## config.mk

```make
export PLATFORM = sky130hd
export DESIGN_NAME = bmsd_top
export DESIGN_NICKNAME = d
export VERILOG_FILES = /design/src/core/bmsd_pkg.sv /design/src/core/bmsd_top.sv
export SDC_FILE = /design/constraint.sdc
export NUM_CORES = 1
export LEC_CHECK = 0
export BUFFER_PORTS_ARGS = -buffer_cell sky130_fd_sc_hd__buf_2
export CAP_MARGIN = 5
export CORE_MARGIN = 5
export CORE_UTILIZATION = 54
export DETAILED_ROUTE_END_ITERATION = 7
export PLACE_DENSITY_LB_ADDON = 0.1
export SLEW_MARGIN = 40
export SYNTH_ARGS = -nofsm -noshare
export SYNTH_HDL_FRONTEND = slang
export SYNTH_SLANG_ARGS = --single-unit
```

## constraint.sdc

```tcl
create_clock -name CLK -period 2 [get_ports CLK]
set_input_delay 0.1 -clock CLK [delete_from_list [all_inputs] [get_ports CLK]]
set_output_delay 0.1 -clock CLK [all_outputs]
set_load 0.1 [all_outputs]
```

## src/core/bmsd_pkg.sv

```systemverilog
// Constants and types for the boot mode strap decoder
// Behaviour
// - At reset read straps, pick boot source
// - Pins 5:3 decode JTAG, QSPI, SD card
// - Pin 2 selects cascaded or independent JTAG
// - Pin 6 selects PLL used or bypassed
// - Pins 8:7 set bank voltages, fixed
// - Low pull-up input enables configuration pull-ups
// - Reconfigure when program request returns high
// - Done output asserted after configuration completes
// - Present mezzanine joins scan chain, else bypassed
// - Secure boot available, except on engineering samples (non-secure only)
package bmsd_pkg;

	localparam int STRAP_W       = 9;
	localparam int BOOT_LSB      = 3;
	localparam int BOOT_MSB      = 5;
	localparam int CHAIN_BIT     = 2;
	localparam int PLL_BIT       = 6;
	localparam int VMODE_LSB     = 7;
	localparam int VMODE_MSB     = 8;
	localparam int SYNC_LEN      = 2;

	localparam logic [2:0] BOOT_CODE_JTAG = 3'h0;
	localparam logic [2:0] BOOT_CODE_QSPI = 3'h4;
	localparam logic [2:0] BOOT_CODE_SD   = 3'h6;

	// Fixed bank voltage strap: first bank 3.3V, second 1.8V
	localparam logic [1:0] VMODE_FIXED    = 2'h1;

	// Configuration load time, default 250 ms
	localparam int CFG_TIME_MS   = 250;
	localparam int CLK_HZ        = 10_000_000;
	localparam int CFG_CYCLES    = (CLK_HZ / 1000) * CFG_TIME_MS;

	typedef enum logic [2:0] {
		BMSD_BOOT_JTAG    = 3'b000,
		BMSD_BOOT_QSPI    = 3'b001,
		BMSD_BOOT_SD      = 3'b010,
		BMSD_BOOT_NOR     = 3'b011,
		BMSD_BOOT_NAND    = 3'b100,
		BMSD_BOOT_INVALID = 3'b111
	} bmsd_boot_type;

	typedef enum logic [1:0] {
		BMSD_ST_SAMPLE = 2'b00,
		BMSD_ST_CONFIG = 2'b01,
		BMSD_ST_DONE   = 2'b10,
		BMSD_ST_HOLD   = 2'b11
	} bmsd_state_type;

	function automatic bmsd_boot_type bmsd_decode_boot(input logic [2:0] code);
		bmsd_boot_type r;
		r = BMSD_BOOT_INVALID;
		if (code == BOOT_CODE_JTAG) begin
			r = BMSD_BOOT_JTAG;
		end else if (code == BOOT_CODE_QSPI) begin
			r = BMSD_BOOT_QSPI;
		end else if (code == BOOT_CODE_SD) begin
			r = BMSD_BOOT_SD;
		end
		return r;
	endfunction

endpackage

```

## src/core/bmsd_top.sv

```systemverilog
// Boot mode strap decoder: strap capture, decode and configuration control
`timescale 1ns/100ps
`default_nettype none

module bmsd_top #(
	parameter int CFG_CYCLES_P = bmsd_pkg::CFG_CYCLES
) (
	input  wire logic                         CLK,
	input  wire logic                         RST_B,
	input  wire logic                         CE,
	input  wire logic [bmsd_pkg::STRAP_W-1:0] MULTIUSE_IO_PIN,
	input  wire logic                         CONFIG_PULLUP_ENABLE_N,
	input  wire logic                         PROGRAM_REQUEST_N,
	input  wire logic                         MEZZANINE_PRESENT,
	input  wire logic                         ENGINEERING_SAMPLE,
	output var  bmsd_pkg::bmsd_boot_type      BOOT_SOURCE,
	output var  logic                         CHAIN_INDEPENDENT,
	output var  logic                         PLL_BYPASS,
	output var  logic [1:0]                   BANK_VMODE,
	output var  logic                         STRAPS_VALID,
	output var  logic                         IO_PULLUP_EN,
	output var  logic                         CONFIGURING,
	output var  logic                         DONE,
	output var  logic                         MEZZANINE_IN_CHAIN,
	output var  logic                         SECURE_BOOT_AVAIL
);
	import bmsd_pkg::*;

	// ----------------------------------------
	// Pin synchronisers
	// ----------------------------------------
	localparam int SW = STRAP_W + 4;
	// Program and pull-up inputs idle high, so reset to that level: no false release edge
	localparam logic [SW-1:0] SYNC_IDLE = {1'b0, 1'b0, 1'b1, 1'b1, {STRAP_W{1'b0}}};
	logic [SW-1:0] sync1_reg;
	logic [SW-1:0] sync2_reg;

	always_ff @(posedge CLK or negedge RST_B) begin
		if (!RST_B) begin
			sync1_reg <= SYNC_IDLE;
			sync2_reg <= SYNC_IDLE;
		end else if (CE) begin
			sync1_reg <= {ENGINEERING_SAMPLE, MEZZANINE_PRESENT, PROGRAM_REQUEST_N,
				CONFIG_PULLUP_ENABLE_N, MULTIUSE_IO_PIN};
			sync2_reg <= sync1_reg;
		end
	end

	wire logic [STRAP_W-1:0] strap_s   = sync2_reg[STRAP_W-1:0];
	wire logic               pullup_n_s = sync2_reg[STRAP_W];
	wire logic               program_request_n_n_s   = sync2_reg[STRAP_W+1];
	wire logic               mezz_s     = sync2_reg[STRAP_W+2];
	wire logic               es_s       = sync2_reg[STRAP_W+3];

	// ----------------------------------------
	// Control state
	// ----------------------------------------
	bmsd_state_type           state_reg, state_next;
	logic [SYNC_LEN-1:0]      settle_reg;
	logic [31:0]              cnt_reg, cnt_next;
	logic                     program_request_n_n_d_reg;
	logic [STRAP_W-1:0]       strap_reg;

	// Wait for the synchroniser to fill before capturing the straps
	wire logic settled = settle_reg[SYNC_LEN-1];
	wire logic program_request_n_release = program_request_n_n_s & ~program_request_n_n_d_reg;
	wire logic cfg_end      = (cnt_reg == 32'(CFG_CYCLES_P - 1));

	// Decode of the latched straps
	// Boot source select
	wire bmsd_boot_type boot_dec = bmsd_decode_boot(strap_reg[BOOT_MSB:BOOT_LSB]);

	always_comb begin
		state_next = state_reg;
		cnt_next   = cnt_reg;
		unique case (state_reg)
			BMSD_ST_SAMPLE: begin
				if (settled) begin
					state_next = BMSD_ST_CONFIG;
					cnt_next   = '0;
				end
			end
			BMSD_ST_CONFIG: begin
				if (cfg_end) begin
					state_next = BMSD_ST_DONE;
				end else begin
					cnt_next = cnt_reg + 32'h1;
				end
			end
			BMSD_ST_DONE: begin
				if (!program_request_n_n_s) begin
					state_next = BMSD_ST_HOLD;
				end
			end
			BMSD_ST_HOLD: begin
				if (program_request_n_release) begin
					state_next = BMSD_ST_CONFIG;
					cnt_next   = '0;
				end
			end
		endcase
	end

	always_ff @(posedge CLK or negedge RST_B) begin
		if (!RST_B) begin
			state_reg    <= BMSD_ST_SAMPLE;
			settle_reg   <= '0;
			cnt_reg      <= '0;
			program_request_n_n_d_reg <= 1'b1;
		end else if (CE) begin
			state_reg    <= state_next;
			settle_reg   <= {settle_reg[SYNC_LEN-2:0], 1'b1};
			cnt_reg      <= cnt_next;
			program_request_n_n_d_reg <= program_request_n_n_s;
		end
	end

	always_ff @(posedge CLK or negedge RST_B) begin
		if (!RST_B) begin
			strap_reg <= '0;
		end else if (CE && state_reg == BMSD_ST_SAMPLE && settled) begin
			strap_reg <= strap_s;
		end
	end

	// ----------------------------------------
	// Registered outputs
	// ----------------------------------------
	wire logic captured = (state_reg != BMSD_ST_SAMPLE);

	always_ff @(posedge CLK or negedge RST_B) begin
		if (!RST_B) begin
			BOOT_SOURCE        <= BMSD_BOOT_INVALID;
			CHAIN_INDEPENDENT  <= 1'b0;
			PLL_BYPASS         <= 1'b0;
			BANK_VMODE         <= VMODE_FIXED;
			STRAPS_VALID       <= 1'b0;
			IO_PULLUP_EN       <= 1'b0;
			CONFIGURING        <= 1'b0;
			DONE               <= 1'b0;
			MEZZANINE_IN_CHAIN <= 1'b0;
			SECURE_BOOT_AVAIL  <= 1'b0;
		end else if (CE) begin
			STRAPS_VALID       <= captured;
			BOOT_SOURCE        <= captured ? boot_dec : BMSD_BOOT_INVALID;
			CHAIN_INDEPENDENT  <= strap_reg[CHAIN_BIT];
			PLL_BYPASS         <= strap_reg[PLL_BIT];
			BANK_VMODE         <= captured ? strap_reg[VMODE_MSB:VMODE_LSB] : VMODE_FIXED;
			CONFIGURING        <= (state_next == BMSD_ST_CONFIG);
			IO_PULLUP_EN       <= (state_next == BMSD_ST_CONFIG) & ~pullup_n_s;
			DONE               <= (state_next == BMSD_ST_DONE);
			MEZZANINE_IN_CHAIN <= mezz_s;
			SECURE_BOOT_AVAIL  <= ~es_s;
		end
	end

endmodule

`default_nettype wire

```

==> results.txt <==
----------------------------------------------------
[Placement]
  Sum of net half-perimeters after detailed placement ... 5950 um
  Total of buffers placed on input and output ports ... 26
  Cell area after placement ... 4340 um2
  GP Congestion ... 0.855

[Synthesis]
  Cell accounting for the most synthesized area ... dfrtp_1
  Count of warnings emitted by yosys ... 0
  Register area share after synthesis ... 0.518
  Flop and latch count out of synthesis ... 79
  Avg Cell Area, Syn ... 10.6 um2
  Yosys top cell area share ... 0.456
  Main area contributors after synthesis ... dfrtp_1 46%, mux2_2 10%, dfstp_2 6.2%, a21oi_1 3.3%, nor2_1 2.5%
  Net Count, Synth ... 379
  EDFF count, synth ... 0
  FFs w/ async S/R, synth ... 1.00
  Netlist cell types ... 50
  Mapped cell area ... 3840 um2
  Most frequently used flop master after synthesis ... dfrtp_1
  Syn Inst Count ... 362

[Detailed routing]
  Uppermost layer routed ... met4
  First-pass iteration count of the detailed router ... 4
  Residual antenna-violating net count after detailed routing ... 0
  Number of design rule violations left after detail routing ... 0
  Total routed wire length on the met1 layer ... 3950 um
  Routed wire length ... 8910 um
  Routed via count ... 3103
  Met3 wire len ... 383 um
  Routed length on met2 ... 4420 um
  Wire per inst ... 16.5 um
  Avg Vias per Cell ... 5.76
  DRT iter0 DRCs ... 167

[Power and ir drop]
  Switching share of total power ... 0.367
  Highest ir drop seen on vdd ... 657 uV
  Share of total power in combinational logic ... 0.239
  Power density cells ... 882 nW/um2
  Part of the power in registers ... 0.480
  P_sw ... 1540 uW
  Relative contribution of the clock network to total power ... 0.281
  Cell leakage power ... 0.00207 uW
  Internal power of the cells ... 2650 uW

[Layout]
  Final design area excluding fillers ... 4750 um2
  Share of cells above drive strength 1 ... 0.350
  Flip-flop count of the largest register, all copies and words added ... 32
  Register Area ... 1990 um2
  Final-stage net count ... 455
  Count of inserted antenna diode cells ... 0
  Filler cell count ... 539
  Layout overhead on the synthesized area ... 23.8%
  Area taken by multi-input logic gates ... 1810 um2
  Share of the core filled with cells in the final layout ... 0.692

[Timing]
  Setup repair after global routing missed its margin ... true
  Post-route fraction of the period consumed by the critical path ... 0.963
  Hold Fails Final Rpt ... 0
  Rel. slew slack ... 0.459
  Worst-margin pin slew ... 0.809 ns
  Final count of negative-setup-slack endpoints ... 0
  Clock Skew ... 0.0123 ns
  Timing-limited maximum frequency ... 0.519 GHz
  Final TNS setup ... 0 ns
  Minimum clock period after layout ... 1.93 ns
  Worst Hold Margin ... 0.135 ns
  Count of final max-slew check failures ... 0

[Critical path]
  Startpoint kind of the worst setup timing path ... flip-flop
  Worst setup path startpoint ... cnt_reg[0]$_DFFE_PN0P_
  Critical-path cell list ... ha_1 -> and3_4 -> and3_1 -> buf_4 -> and3_1 -> o311ai_2 -> o31ai_1
  Cell occurring most often along the worst timing path ... and3_1
  Slowest-stage cell, CP ... dfrtp_1
  Capture point of the worst path ... cnt_reg[21]$_DFFE_PN0P_
  Launching point of the worst reg2reg path ... cnt_reg[0]$_DFFE_PN0P_
  Data arrival at the endpoint of the critical path ... 2.16 ns
  Crit. End Element ... flip-flop
  CP max FO ... 3
  Worst setup path class ... flip-flop to flip-flop
  Path depth of the worst reg2reg path ... 7
  Required time of the worst setup path ... 2.24 ns
  Reg2Reg Setup Slack ... 0.07 ns
  Worst flop-to-flop path endpoint ... cnt_reg[21]$_DFFE_PN0P_
  Largest incremental delay on the critical path ... 0.39 ns

[Clock tree]
  Clock tree from TritonCTS ... done
  H-Tree Level Count ... 3
  Clock slew at the register clock pins of the worst setup and hold paths ... 0.10 ns
  Maximum buffer depth of the clock tree ... 2
  Clock tree root driver cell ... clkbuf_8
  Clock latency on the worst-skew pair ... 0.36 ns
  Sinks on Clock Net ... 79
  TritonCTS Buffers ... 9

[Die]
  DIE HEIGHT ... 94.3 um
  I/O pin total ... 29
  Number of placement rows ... 30
  Total Die Area ... 8900 um2
  Core Footprint ... 6870 um2
  Starting Density ... 0.559
  Chip width ... 94.3 um

[Hold path]
  Hold crit path type ... input port to flip-flop
  Hold wc startpoint ... CE

[GRT]
  Global route total overflow ... 0
  Overall routing resource usage ... 0.217
  Wire length of the first global-routing pass ... 15000 um
  Maximum number of pins on one net before global-route repair ... 42
  Via count of the first global-routing pass ... 3121
  Number of antenna violations at the first check in global routing ... 0

[Outcome]
  Status ... complete, no violations

[Job]
  # Max-Cap Violations ... 0

----------------------------------------------------
==> critical path, delay by kind of cell (launching register included) <==
family	cells	cell delay [ns]
fa+ha+maj	1	0.21
compound gates	2	0.45
simple gates	3	0.63
flops	1	0.39
buf+inv	1	0.13
==> logic make-up after synthesis <==
| family | after synthesis | share of synthesized area |
|---|---|---|
| AOI/OAI and AO/OA | 81 | 0.131 |
| muxes | 36 | 0.105 |
| buffers and inverters | 24 | 0.0283 |
| and+or+nand+nor | 139 | 0.210 |
| xor gates and xnor gates | 2 | 0.00456 |
| adders and majority gates | 1 | 0.00326 |
| DFF | 79 | 0.518 |
==> power groups by stage <==
| stage | logic, uW | registers, uW | clock network [uW] |
|---|---|---|---|
| after floorplan | 352 | 2390 | 0 |
| after global placement | 960 | 2030 | 0 |
| after detailed placement | 978 | 2030 | 0 |
| after CTS | 997 | 2010 | 1190 |
| after global routing | 1080 | 2050 | 1270 |
| final | 1000 | 2010 | 1180 |
==> synthesized netlist by cell type, types with 3 or more instances <==
cell type / number
buf_2: 3
o21ai_0: 17
nor2_1: 26
o31ai_1: 8
nor4b_1: 3
o21a_1: 3
clkbuf_1: 12
dfrtp_1: 70
nor4_1: 4
dfstp_2: 9
a21oi_1: 25
nor3_1: 12
nand2b_1: 7
nand4_1: 11
nand3_1: 16
nand2_1: 25
mux2_2: 34
o21ai_1: 3
nor4_4: 3
or3_1: 8
and3_1: 10
inv_1: 6
a31oi_1: 11
==> worst min path at each step <==
stage	to	slack, ns	cells after the start
after global routing	state_reg[0]$_DFFE_PN0P_	0.15	3
after floorplan	BANK_VMODE[1]$_DFFE_PN0P_	-0.20	0
after global placement	cnt_reg[19]$_DFFE_PN0P_	0.12	1
after detailed placement	cnt_reg[31]$_DFFE_PN0P_	0.12	1
final	state_reg[0]$_DFFE_PN0P_	0.14	3
after CTS	state_reg[0]$_DFFE_PN0P_	0.13	3
==> per-stage QoR <==
| step | power [uW] | setup slack [ns] | std cells |
|---|---|---|---|
| 4_1_cts | 4190 | 0.0222 | 535 |
| 3_5_place_dp | 3010 | -0.139 | 507 |
| 2_1_floorplan | 2750 | 0.0465 | 362 |
| 6_report | 4200 | 0.0733 | 539 |
| 3_3_place_gp | 2990 | -0.109 | 507 |
| 5_1_grt | 4410 | -0.0318 | 539 |
==> area by class of cell <==
cell class / instances / share of cell area
clock buffers: 9 / 0.0261
clock inverters: 7 / 0.0132
inverters: 6 / 0.00474
multi-input cells: 259 / 0.381
flip-flops and latches: 79 / 0.419
well taps: 96 / 0.0253
repair buffers: 83 / 0.131
==> placed cells by master, fill, tap and decap left out, types with 3 or more instances in the layout <==
| cell | netlist | layout |
|---|---|---|
| a31oi_1 | 11 | 11 |
| clkbuf_8 | 0 | 9 |
| nor4_4 | 3 | 4 |
| dfrtp_2 | 0 | 3 |
| inv_1 | 6 | 6 |
| dfstp_2 | 9 | 9 |
| dfrtp_1 | 70 | 67 |
| nor3_1 | 12 | 12 |
| nor4_1 | 4 | 3 |
| o21ai_0 | 17 | 17 |
| nor2_1 | 26 | 25 |
| o31ai_1 | 8 | 8 |
| o21a_1 | 3 | 3 |
| nand2_1 | 25 | 24 |
| dlygate4sd3_1 | 0 | 12 |
| nand4_1 | 11 | 11 |
| o21ai_1 | 3 | 3 |
| and3_1 | 10 | 8 |
| buf_4 | 2 | 41 |
| nand3_1 | 16 | 15 |
| a21oi_1 | 25 | 24 |
| or3_1 | 8 | 8 |
| buf_2 | 3 | 26 |
| inv_6 | 0 | 4 |
| mux2_2 | 34 | 34 |
| nand2b_1 | 7 | 6 |
==> metal layers <==
layer / track usage / up-vias
met5: 0 / -
met4: 0.0758 / 0
met3: 0.0417 / 13
met2: 0.346 / 72
met1: 0.298 / 1522
li1: - / 1496
==> what timing repair did <==
item	4_1_cts	5_1_grt
cloned	0	1
endpoints found under the setup margin	25	25
endpoints found under the hold margin	49	0
gates resized for setup	3	16
hold buffers	12	0
setup buffers	0	3
pin swaps	0	1
Note: power is estimated with default switching activity, not from simulation.
